File: config.mk
export PLATFORM = sky130hd
export DESIGN_NAME = cps_device_flat
export DESIGN_NICKNAME = d
export VERILOG_FILES = /design/src/cps_pkg.sv /design/src/cps_link_if.sv /design/src/cps_device.sv /design/src/flat_wrapper.sv
export VERILOG_INCLUDE_DIRS = /design/src
export SDC_FILE = /design/constraint.sdc
export NUM_CORES = 1
export LEC_CHECK = 0
export ABC_CLOCK_PERIOD_IN_PS = 6900
export BUFFER_PORTS_ARGS = -buffer_cell sky130_fd_sc_hd__buf_4
export CAP_MARGIN = 20
export CORE_MARGIN = 2
export CORE_UTILIZATION = 53
export DETAILED_ROUTE_END_ITERATION = 10
export PLACE_DENSITY = 0.78
export SLEW_MARGIN = 20
export SYNTH_ARGS = -nofsm -noshare
export SYNTH_HDL_FRONTEND = slang
export SYNTH_SLANG_ARGS = --single-unit
File: constraint.sdc
create_clock -name clk_i -period 6.9 [get_ports clk_i]
set_input_delay 2.07 -clock clk_i [delete_from_list [all_inputs] [get_ports clk_i]]
set_output_delay 2.07 -clock clk_i [all_outputs]
set_load 0.02 [all_outputs]
File: src/cps_regs.svh
// Purpose: offsets, field positions, reset values and timing counts
// Assumes: 10 MHz sequencer clock
// Notes:   included by both ends and by the testbench
`ifndef CPS_REGS_SVH
`define CPS_REGS_SVH

// Clock rate
`define CPS_CLK_HZ          10000000
// Bias regulator start delay, nominal (least 100 ms)
`define CPS_BIAS_DLY_MS     220
// Poor source retry period
`define CPS_RETRY_MS        2000
// Settle time of the loaded-voltage check
`define CPS_LOAD_SETTLE_US  100

// Device register offsets
`define CPS_OFS_SRC_CTL     4'h0
`define CPS_OFS_WDOG        4'h5
`define CPS_OFS_MISC        4'h7
`define CPS_OFS_STATUS      4'h8

// Field positions
`define CPS_HIZ_BIT         7
`define CPS_CURRENT_LIMIT_PIN_LSB        0
`define CPS_WDOG_LSB        4
`define CPS_FDET_BIT        7
`define CPS_BSWDIS_BIT      5
`define CPS_SRC_LSB         6
`define CPS_PG_BIT          2

// Reset values
`define CPS_CURRENT_LIMIT_PIN_RST        3'h0
`define CPS_WDOG_RST        2'h1

// Input limit codes
`define CPS_CURRENT_LIMIT_PIN_100MA      3'h0
`define CPS_CURRENT_LIMIT_PIN_500MA      3'h2
`define CPS_CURRENT_LIMIT_PIN_3A         3'h7

// Source type codes
`define CPS_SRC_NONE        2'h0
`define CPS_SRC_USB         2'h1
`define CPS_SRC_ADAPTER     2'h2

// Host controller user registers
`define CPS_HOFS_CMD        2'h0
`define CPS_HOFS_CTRL       2'h1
`define CPS_HOFS_STATUS     2'h2
`define CPS_HCMD_SHIP       0
`define CPS_HCMD_CLRHIZ     1
`define CPS_HCMD_FDET       2
`define CPS_HCMD_NOBAT      3

`endif

File: src/cps_pkg.sv
// Purpose: shared types of the power-up sequencer and its host controller
// Assumes: cps_regs.svh holds the numbers
// Notes:   none
package cps_pkg;
	typedef enum logic [2:0] {
		CPS_D_IDLE, CPS_D_BIASDLY, CPS_D_QUAL, CPS_D_RETRY, CPS_D_DETECT, CPS_D_RUN
	} cps_dev_state_t;

	typedef enum logic [2:0] {
		CPS_H_WAKE_RD, CPS_H_WAKE_CAP, CPS_H_IDLE, CPS_H_HIZ_CAP, CPS_H_SHIP2
	} cps_host_state_t;

	typedef logic [7:0] cps_byte_t;
endpackage

File: src/cps_link_if.sv
// Purpose: serial-bus register path, power-good and interrupt between host and charger
// Assumes: one clock shared by both ends
// Notes:   port_type is driven directly by a testbench variable
`timescale 1ns/1ns
interface cps_link_if;
	logic [3:0] addr;
	logic [7:0] wdata;
	logic       wr;
	logic       rd;
	logic [7:0] rdata;
	logic       pg_n;
	logic       int_evt;
	logic       port_type;
	logic       boost_req;

	modport device (input addr, wdata, wr, rd, port_type, boost_req,
		output rdata, pg_n, int_evt);
	modport host (output addr, wdata, wr, rd, boost_req,
		input rdata, pg_n, int_evt);
endinterface // cps_link_if

File: src/cps_device.sv
// Purpose: power-up and input-source sequencer of a single-cell charger
// Assumes: comparator inputs are digital levels, sampled here
// Notes:   long delays are parameters so simulation can shorten them
// What this block does
// [RULE_01] Supply rise readies bus, resets registers
// [RULE_02] Battery only: switch closed, bias off
// [RULE_03] Rail overload opens switch until input returns
// [RULE_04] Disable bit forces battery switch open
// [RULE_05] Host disables switch when no battery
// [RULE_06] Shipping: watchdog off and disable together
// [RULE_07] Adapter connect re-enables battery switch
// [RULE_08] Bias on after conditions plus delay
// [RULE_09] Unmet bias condition keeps high impedance
// [RULE_10] Check overvoltage and loaded input before converter
// [RULE_11] Qualified source sets power-good and interrupt
// [RULE_12] Failed loaded check retries every 2 s
// [RULE_13] Detect right after power-good
// [RULE_14] Port type and boost pins choose limit
// [RULE_15] Host may rewrite limit after detection
// [RULE_16] 100 mA port, good battery: enter high impedance
// [RULE_17] Host mode high impedance held until cleared
// [RULE_18] Host reads high impedance state first on wake
// [RULE_19] Default mode: clear on removal, redetect
// [RULE_20] Force-detection bit starts detection, self-clears
// [RULE_21] Then converter on; switch follows charge enable
// [RULE_22] Soft-start 100 mA below 2.2 V, then minimum
// [RULE_23] Comparator inputs synchronised to digital clock
`timescale 1ns/1ns
`include "cps_regs.svh"
module cps_device #(
	parameter int unsigned BIAS_DLY_CYC = `CPS_BIAS_DLY_MS * (`CPS_CLK_HZ / 1000),
	parameter int unsigned RETRY_CYC    = `CPS_RETRY_MS * (`CPS_CLK_HZ / 1000),
	parameter int unsigned SETTLE_CYC   = `CPS_LOAD_SETTLE_US * (`CPS_CLK_HZ / 1000000),
	parameter int unsigned NCMP         = 12
) (
	// Clock, reset, enable
	input  wire logic       clk_i,
	input  wire logic       srst_i,
	input  wire logic       ce_i,
	// Link to host and PHY
	cps_link_if.device      link,
	// Comparator levels
	input  wire logic       vbus_uvlo_ok_i,
	input  wire logic       vbat_uvlo_ok_i,
	input  wire logic       bat_above_depl_i,
	input  wire logic       sys_overload_i,
	input  wire logic       vbus_above_sleep_i,
	input  wire logic       vbus_below_ovp_i,
	input  wire logic       vbus_loaded_ok_i,
	input  wire logic       bat_good_i,
	input  wire logic       sys_above_2v2_i,
	// Operating mode levels
	input  wire logic       boost_mode_i,
	input  wire logic       host_mode_i,
	input  wire logic       charge_en_i,
	// Current limit pin setting
	input  wire logic [2:0] current_limit_pin_pin_i,
	// Power stage controls
	output logic            bsw_on_o,
	output logic            bias_en_o,
	output logic            test_load_o,
	output logic            conv_en_o,
	output logic            hiz_o,
	output logic [2:0]      current_limit_pin_active_o
);
	import cps_pkg::*;

	logic [NCMP-1:0]  cmp_raw;
	logic [NCMP-1:0]  sync1_r;
	logic [NCMP-1:0]  sync2_r;
	cps_dev_state_t   state_r;
	logic [31:0]      cnt_r;
	logic             hiz_r;
	logic [2:0]       current_limit_pin_r;
	logic [1:0]       wdog_r;
	logic             fdet_r;
	logic             bswdis_r;
	logic [1:0]       src_r;
	logic             pg_r;
	logic             ovl_r;
	logic             vbus_q_r;

	assign cmp_raw = {sys_above_2v2_i, bat_good_i, vbus_loaded_ok_i, vbus_below_ovp_i,
		vbus_above_sleep_i, sys_overload_i, bat_above_depl_i, vbat_uvlo_ok_i,
		vbus_uvlo_ok_i, boost_mode_i, host_mode_i, charge_en_i};

	// [RULE_23] two-flop comparator sync
	genvar gi;
	generate
		for (gi = 0; gi < NCMP; gi++) begin : g_sync
			always_ff @(posedge clk_i) begin
				if (srst_i) begin
					sync1_r[gi] <= 1'b0;
					sync2_r[gi] <= 1'b0;
				end else if (ce_i) begin
					sync1_r[gi] <= cmp_raw[gi];
					sync2_r[gi] <= sync1_r[gi];
				end
			end
		end
	endgenerate

	// Synchronised levels
	wire s_charge  = sync2_r[0];
	wire s_host    = sync2_r[1];
	wire s_boost   = sync2_r[2];
	wire s_vbus    = sync2_r[3];
	wire s_vbat    = sync2_r[4];
	wire s_depl    = sync2_r[5];
	wire s_ovl     = sync2_r[6];
	wire s_sleep   = sync2_r[7];
	wire s_ovp_ok  = sync2_r[8];
	wire s_loaded  = sync2_r[9];
	wire s_batgd   = sync2_r[10];
	wire s_sys2v2  = sync2_r[11];

	// Supply and bias conditions
	wire supply_ok = s_vbus | s_vbat;
	wire vbus_rise = s_vbus & ~vbus_q_r;
	wire vbus_fall = ~s_vbus & vbus_q_r;
	// [RULE_08] bias enable conditions
	wire bias_cond = s_vbus & (s_boost ? ~s_sleep : s_sleep) & ~hiz_r;
	wire cnt_bias  = (cnt_r == BIAS_DLY_CYC - 1);
	wire cnt_retry = (cnt_r == RETRY_CYC - 1);
	wire cnt_set   = (cnt_r == SETTLE_CYC - 1);
	// [RULE_10] qualification result
	wire qual_ok   = s_ovp_ok & s_loaded;

	// Register access decode
	wire wr_src  = link.wr & (link.addr == `CPS_OFS_SRC_CTL);
	wire wr_wdog = link.wr & (link.addr == `CPS_OFS_WDOG);
	wire wr_misc = link.wr & (link.addr == `CPS_OFS_MISC);
	wire in_det  = (state_r == CPS_D_DETECT);
	// [RULE_14] pin-based limit selection
	wire [2:0] det_current_limit_pin = ~link.port_type ? `CPS_CURRENT_LIMIT_PIN_3A :
		(link.boost_req ? `CPS_CURRENT_LIMIT_PIN_500MA : `CPS_CURRENT_LIMIT_PIN_100MA);
	wire [1:0] det_src  = link.port_type ? `CPS_SRC_USB : `CPS_SRC_ADAPTER;
	// [RULE_16] 100 mA port with good battery
	wire det_hiz = link.port_type & ~link.boost_req & s_batgd;
	// [RULE_22] lower of register and pin
	wire [2:0] current_limit_pin_min = (current_limit_pin_r < current_limit_pin_pin_i) ? current_limit_pin_r : current_limit_pin_pin_i;

	// Sequencer state and timer
	always_ff @(posedge clk_i) begin
		if (srst_i) begin
			state_r <= CPS_D_IDLE;
			cnt_r   <= 32'h0;
		end else if (ce_i) begin
			cnt_r <= cnt_r + 32'h1;
			unique case (state_r)
				CPS_D_IDLE: begin
					cnt_r <= 32'h0;
					if (bias_cond)
						state_r <= CPS_D_BIASDLY;
				end
				CPS_D_BIASDLY: begin
					if (cnt_bias) begin
						state_r <= CPS_D_QUAL;
						cnt_r   <= 32'h0;
					end
				end
				CPS_D_QUAL: begin
					if (cnt_set) begin
						cnt_r   <= 32'h0;
						// [RULE_12] retry on failed check
						state_r <= qual_ok ? CPS_D_DETECT : CPS_D_RETRY;
					end
				end
				CPS_D_RETRY: begin
					if (cnt_retry) begin
						state_r <= CPS_D_QUAL;
						cnt_r   <= 32'h0;
					end
				end
				CPS_D_DETECT: state_r <= CPS_D_RUN;
				CPS_D_RUN: begin
					// [RULE_20] forced redetection
					if (fdet_r)
						state_r <= CPS_D_DETECT;
				end
			endcase
			// [RULE_09] unmet condition drops to high impedance
			if (!bias_cond)
				state_r <= CPS_D_IDLE;
		end
	end

	// Control registers
	// [RULE_01] registers default while no supply is up
	always_ff @(posedge clk_i) begin
		if (srst_i || (ce_i && !supply_ok)) begin
			hiz_r    <= 1'b0;
			current_limit_pin_r   <= `CPS_CURRENT_LIMIT_PIN_RST;
			wdog_r   <= `CPS_WDOG_RST;
			fdet_r   <= 1'b0;
			bswdis_r <= 1'b0;
		end else if (ce_i) begin
			// [RULE_15] host may rewrite limit
			if (wr_src)
				current_limit_pin_r <= link.wdata[`CPS_CURRENT_LIMIT_PIN_LSB +: 3];
			if (wr_wdog)
				wdog_r <= link.wdata[`CPS_WDOG_LSB +: 2];
			// [RULE_17] only a host write clears in host mode
			if (wr_src)
				hiz_r <= link.wdata[`CPS_HIZ_BIT];
			// [RULE_19] default mode clears on removal
			else if (vbus_fall && !s_host)
				hiz_r <= 1'b0;
			if (in_det) begin
				current_limit_pin_r <= det_current_limit_pin;
				if (det_hiz)
					hiz_r <= 1'b1;
			end
			// [RULE_20] self-clear, a new set wins
			if (wr_misc && link.wdata[`CPS_FDET_BIT])
				fdet_r <= 1'b1;
			else if (in_det)
				fdet_r <= 1'b0;
			// [RULE_07] adapter connect re-enables switch
			if (wr_misc)
				bswdis_r <= link.wdata[`CPS_BSWDIS_BIT];
			else if (vbus_rise)
				bswdis_r <= 1'b0;
		end
	end

	// Status, overload latch and interrupt
	always_ff @(posedge clk_i) begin
		if (srst_i) begin
			src_r        <= `CPS_SRC_NONE;
			pg_r         <= 1'b0;
			ovl_r        <= 1'b0;
			vbus_q_r     <= 1'b0;
			link.int_evt <= 1'b0;
			link.pg_n    <= 1'b1;
		end else if (ce_i) begin
			vbus_q_r     <= s_vbus;
			link.int_evt <= 1'b0;
			// [RULE_11] power-good, pin and interrupt
			if (state_r == CPS_D_QUAL && cnt_set && qual_ok && !pg_r) begin
				pg_r         <= 1'b1;
				link.pg_n    <= 1'b0;
				link.int_evt <= 1'b1;
			end else if (!s_vbus) begin
				pg_r      <= 1'b0;
				link.pg_n <= 1'b1;
			end
			if (in_det)
				src_r <= det_src;
			else if (!s_vbus)
				src_r <= `CPS_SRC_NONE;
			// [RULE_03] latch overload until input returns
			if (s_vbus)
				ovl_r <= 1'b0;
			else if (s_ovl)
				ovl_r <= 1'b1;
		end
	end

	// Register read, data one cycle after the strobe
	always_ff @(posedge clk_i) begin
		if (srst_i) begin
			link.rdata <= 8'h00;
		end else if (ce_i) begin
			link.rdata <= 8'h00;
			if (link.rd) begin
				unique case (link.addr)
					`CPS_OFS_SRC_CTL: link.rdata <= {hiz_r, 4'h0, current_limit_pin_r};
					`CPS_OFS_WDOG:    link.rdata <= {2'h0, wdog_r, 4'h0};
					`CPS_OFS_MISC:    link.rdata <= {fdet_r, 1'b0, bswdis_r, 5'h00};
					`CPS_OFS_STATUS:  link.rdata <= {src_r, 3'h0, pg_r, 2'h0};
					default:          link.rdata <= 8'h00;
				endcase
			end
		end
	end

	// Power stage outputs
	always_ff @(posedge clk_i) begin
		if (srst_i) begin
			bsw_on_o      <= 1'b0;
			bias_en_o     <= 1'b0;
			test_load_o   <= 1'b0;
			conv_en_o     <= 1'b0;
			hiz_o         <= 1'b1;
			current_limit_pin_active_o <= `CPS_CURRENT_LIMIT_PIN_100MA;
		end else if (ce_i) begin
			// [RULE_02] bias only with input; battery alone feeds system
			// [RULE_08] regulator waits out the start delay
			bias_en_o   <= (state_r != CPS_D_IDLE) && (state_r != CPS_D_BIASDLY);
			hiz_o       <= (state_r == CPS_D_IDLE);
			test_load_o <= (state_r == CPS_D_QUAL);
			// [RULE_21] converter after limit is set
			conv_en_o   <= (state_r == CPS_D_RUN);
			// [RULE_04] disable bit overrides all
			if (bswdis_r || ovl_r)
				bsw_on_o <= 1'b0;
			else if (state_r == CPS_D_RUN)
				bsw_on_o <= s_charge;
			else
				bsw_on_o <= s_depl | s_vbus;
			// [RULE_22] soft-start limit
			current_limit_pin_active_o <= s_sys2v2 ? current_limit_pin_min : `CPS_CURRENT_LIMIT_PIN_100MA;
		end
	end
endmodule // cps_device

File: src/flat_wrapper.sv
// flat-port wrapper written by rule: the top's interface ports become plain ports
module cps_device_flat import cps_pkg::*;
#(
	parameter int unsigned BIAS_DLY_CYC = `CPS_BIAS_DLY_MS * (`CPS_CLK_HZ / 1000),
	parameter int unsigned RETRY_CYC    = `CPS_RETRY_MS * (`CPS_CLK_HZ / 1000),
	parameter int unsigned SETTLE_CYC   = `CPS_LOAD_SETTLE_US * (`CPS_CLK_HZ / 1000000),
	parameter int unsigned NCMP         = 12
)
  (clk_i, srst_i, ce_i, vbus_uvlo_ok_i, vbat_uvlo_ok_i, bat_above_depl_i, sys_overload_i, vbus_above_sleep_i, vbus_below_ovp_i, vbus_loaded_ok_i, bat_good_i, sys_above_2v2_i, boost_mode_i, host_mode_i, charge_en_i, current_limit_pin_pin_i, bsw_on_o, bias_en_o, test_load_o, conv_en_o, hiz_o, current_limit_pin_active_o, link_addr, link_wdata, link_wr, link_rd, link_port_type, link_boost_req, link_rdata, link_pg_n, link_int_evt);
  cps_link_if link_i ();
  input  wire logic clk_i;
  input  wire logic srst_i;
  input  wire logic ce_i;
  input  wire logic vbus_uvlo_ok_i;
  input  wire logic vbat_uvlo_ok_i;
  input  wire logic bat_above_depl_i;
  input  wire logic sys_overload_i;
  input  wire logic vbus_above_sleep_i;
  input  wire logic vbus_below_ovp_i;
  input  wire logic vbus_loaded_ok_i;
  input  wire logic bat_good_i;
  input  wire logic sys_above_2v2_i;
  input  wire logic boost_mode_i;
  input  wire logic host_mode_i;
  input  wire logic charge_en_i;
  input  wire logic [2:0] current_limit_pin_pin_i;
  output logic bsw_on_o;
  output logic bias_en_o;
  output logic test_load_o;
  output logic conv_en_o;
  output logic hiz_o;
  output logic [2:0] current_limit_pin_active_o;
  input wire logic [$bits(link_i.addr)-1:0] link_addr;
  input wire logic [$bits(link_i.wdata)-1:0] link_wdata;
  input wire logic [$bits(link_i.wr)-1:0] link_wr;
  input wire logic [$bits(link_i.rd)-1:0] link_rd;
  input wire logic [$bits(link_i.port_type)-1:0] link_port_type;
  input wire logic [$bits(link_i.boost_req)-1:0] link_boost_req;
  output wire logic [$bits(link_i.rdata)-1:0] link_rdata;
  output wire logic [$bits(link_i.pg_n)-1:0] link_pg_n;
  output wire logic [$bits(link_i.int_evt)-1:0] link_int_evt;
  assign link_i.addr = link_addr;
  assign link_i.wdata = link_wdata;
  assign link_i.wr = link_wr;
  assign link_i.rd = link_rd;
  assign link_i.port_type = link_port_type;
  assign link_i.boost_req = link_boost_req;
  assign link_rdata = link_i.rdata;
  assign link_pg_n = link_i.pg_n;
  assign link_int_evt = link_i.int_evt;
  cps_device #(.BIAS_DLY_CYC(BIAS_DLY_CYC), .RETRY_CYC(RETRY_CYC), .SETTLE_CYC(SETTLE_CYC), .NCMP(NCMP)) u_core (.clk_i(clk_i), .srst_i(srst_i), .ce_i(ce_i), .link(link_i), .vbus_uvlo_ok_i(vbus_uvlo_ok_i), .vbat_uvlo_ok_i(vbat_uvlo_ok_i), .bat_above_depl_i(bat_above_depl_i), .sys_overload_i(sys_overload_i), .vbus_above_sleep_i(vbus_above_sleep_i), .vbus_below_ovp_i(vbus_below_ovp_i), .vbus_loaded_ok_i(vbus_loaded_ok_i), .bat_good_i(bat_good_i), .sys_above_2v2_i(sys_above_2v2_i), .boost_mode_i(boost_mode_i), .host_mode_i(host_mode_i), .charge_en_i(charge_en_i), .current_limit_pin_pin_i(current_limit_pin_pin_i), .bsw_on_o(bsw_on_o), .bias_en_o(bias_en_o), .test_load_o(test_load_o), .conv_en_o(conv_en_o), .hiz_o(hiz_o), .current_limit_pin_active_o(current_limit_pin_active_o));
endmodule
==> summary.txt <==
Outcome
  – Outcome: finished clean

Drt
  – Drt total wl: 8.87 mm
  – Post-route ant nets: 0
  – Initial DRT Pass Iterations: 4
  – Routed length per instance: 14.2 um
  – DR iter-0 viols: 233
  – Via Count: 3526
  – Drt drc: 0
  – Via density per instance: 5.65

Layout
  – Area grow syn2layout: 14.4%
  – # diodes: 0
  – Leading cell type in the layout, fill and taps excluded: nor2_1
  – Layout cells sized above 1: 14.6%
  – Most frequent cells in the layout: 93 x nor2_1, 89 x dfxtp_1, 49 x buf_4
  – Layout Nets: 554

STA
  – Slew Viols, Final: 0
  – Setup tns final: 0 ns
  – Fmax: 239 MHz
  – Crit path time final: 4.19 ns
  – Final setup violating endpoints: 0
  – Final hold viol count: 0
  – Final worst slack: 2.71 ns
  – RSZ-0062 raised after global routing: false
  – Slew @ Worst Pin: 0.970 ns
  – Final period utilization: 60.7%
  – Rel. slew slack: 34.8%
  – Worst Skew: 0.00791 ns

Hold path
  – Hold/Removal Path Class: flop to flop
  – Hold endpoint: u_core.link.rdata[7]$_SDFFE_PP0P_
  – HP Start: u_core.link.rdata[7]$_SDFFE_PP0P_
  – Worst hold stages: 2

Clocking
  – Clk Latency, worst-skew pair: 0.36 ns
  – CTS Buffer Depth: 2
  – CTS Hold Buffers Added: 0
  – CTS Buf Count: 9
  – Clock transition at path regs: 0.09 ns
  – Sink Count: 89
  – CTS tree: yes
  – Root buffer cell: clkbuf_8
  – CTS resizes: 0
  – Postcts setup bufs: 0
  – H-tree Lvls: 3

Floorplanning
  – Row cnt: 32
  – IO Pins: 52
  – Horiz. Die Dim: 91.9 um
  – Die area: 0.00845 mm^2
  – Core area: 0.00761 mm^2
  – Die Y: 91.9 um
  – Initial core utilization: 53.8%

Setup path
  – R2R setup slack: 4.13 ns
  – Kind of critical path: input port to flop
  – WP data arrival: 4.41 ns
  – R2R Path End: u_core.cnt_r[21]$_SDFFE_PP0P_
  – Startpoint types: input port
  – Worst path required time: 7.12 ns
  – R2R depth: 6
  – Critical path endpoint category: flop
  – Critical path peak fanout: 60
  – Worst flop-to-flop path startpoint: u_core.cnt_r[4]$_SDFFE_PP0P_

Power and ir drop
  – Final Power: 960 uW
  – Power density over the cells: 205 mW/mm^2
  – Leak pwr: 1.77 nW
  – Max VDD drop: 0.122 mV

Yosys
  – Sequential area share after synthesis: 43.5%
  – EDFF count, synth: 0
  – Syn_nets: 520
  – Mapped Area: 0.00410 mm^2
  – Yosys reg bits: 89
  – FFs w/ async S/R, synth: 0%
  – Yosys warning total: 0
  – Top_reg_cell synth: dfxtp_1
  – Cells after Synth: 483
  – Number of distinct library cells after synthesis: 49
  – Average cell area after synthesis: 8.48 um^2

GRT
  – Initial antenna violation count: 0
  – Largest net degree at the start of global routing: 61
  – First-pass GRT wire length: 15.2 mm
  – Total grt overflow: 0
  – All-layer global routing usage: 22.4%
  – Number of global-route vias before repair: 3295

Placement
  – Final HPWL DP: 6.20 mm
  – Port bufs: 48
  – Worst slack, placed: 2.30 ns
  – GPL Wtd Cong: 0.886

Run
  – Max-Cap Viols: 0
## final cells by class
| type | instances | area [um^2] |
|---|---|---|
| Timing Repair Buffer | 49 | 368 |
| Multi-Input combinational cell | 360 | 2170 |
| Inverter | 8 | 30.0 |
| Tap cell | 102 | 128 |
| Clock inverter | 6 | 72.6 |
| Clock buffer | 10 | 138 |
| Sequential cell | 89 | 1780 |
| Fill cell | 667 | 2920 |
## worst max path at each step
stage	from	end	slack, ns	cells past startpoint
2_1_floorplan	ce_i	u_core.cnt_r[28]$_SDFFE_PP0P_	3.38	7
3_3_place_gp	ce_i	u_core.cnt_r[21]$_SDFFE_PP0P_	2.41	7
3_5_place_dp	ce_i	u_core.cnt_r[21]$_SDFFE_PP0P_	2.30	7
4_1_cts	ce_i	u_core.cnt_r[21]$_SDFFE_PP0P_	2.69	7
5_1_grt	ce_i	u_core.cnt_r[21]$_SDFFE_PP0P_	2.54	7
6_report	ce_i	u_core.cnt_r[21]$_SDFFE_PP0P_	2.71	7
## routing by layer
layer	part of all wire [%]	track usage, %	vias to the layer above	routed length (um)
met5	0	0	-	0
met4	1.8	6.97	0	161
met3	6.1	6.82	18	538
met2	48	36.5	112	4240
met1	44	28.5	1639	3930
li1	-	-	1757	-
## power breakdown
group / switching [mW] / internal, mW
registers: 0.00529 / 0.521
clock network: 0.191 / 0.182
logic: 0.0336 / 0.0266
total: 0.230 / 0.729
## Yosys cell counts (all sizes together) (2+ instances only)
cell type	number	area share [%]
and4	5	1.1
ha	3	0.92
a32oi	3	0.64
nor2b	5	0.76
o21bai	2	0.64
nand4	18	2.7
or4b	2	0.49
a22oi	2	0.37
nor4b	2	0.43
nand4b	3	0.64
nand3	20	2.4
nand2b	4	0.61
nand3b	5	0.92
and2	2	0.31
a211oi	4	0.73
o21ai	9	1.1
clkbuf	22	2.0
inv	7	0.64
dfxtp	89	44
buf	4	0.86
a21o	4	0.73
nor4	11	1.8
mux2	5	1.4
xor2	17	3.6
a31oi	6	0.92
and3	6	0.92
a211o	2	0.43
mux2i	29	7.1
nand2	44	4.0
a21oi	23	2.8
nor2	93	8.5
or2	2	0.31
xnor2	12	2.6
nor3	7	0.86
## cells by family after synthesis
kind of cell / Yosys count / synth area share [%]
simple gates: 232 / 27.4
flops: 89 / 43.5
compound gates: 61 / 9.78
mux: 34 / 8.46
buf+inv: 34 / 3.61
xor+xnor: 29 / 6.20
fa+ha+maj: 3 / 0.917
other cells: 1 / 0.0916
## critical path, stage by stage
cell	delay, ns
buf_4	0.56
nand4_1	0.30
nor3_1	0.82
nand3_1	0.27
nor2_1	0.19
xnor2_1	0.13
nor2_1	0.06
## flip-flops by register name, summed over array words and instances, names as in the netlist, 2 cells and up
| register | cells |
|---|---|
| u_core.sync1_r | 12 |
| u_core.state_r | 3 |
| u_core.src_r | 2 |
| u_core.cnt_r | 32 |
| u_core.current_limit_pin_active_o | 3 |
| u_core.link.rdata | 7 |
| u_core.wdog_r | 2 |
| u_core.current_limit_pin_r | 3 |
## per-stage QoR
step	instances	hold slack (ns)	util, %	area [um^2]
floorplan	483	0.442	-	4100
global placement	608	0.446	58.8	4470
detailed placement	608	0.458	58.8	4470
CTS	624	0.469	61.6	4680
global route	624	0.484	61.6	4680
finish	624	0.466	61.6	4680
Power figures use the tool's default switching activity.
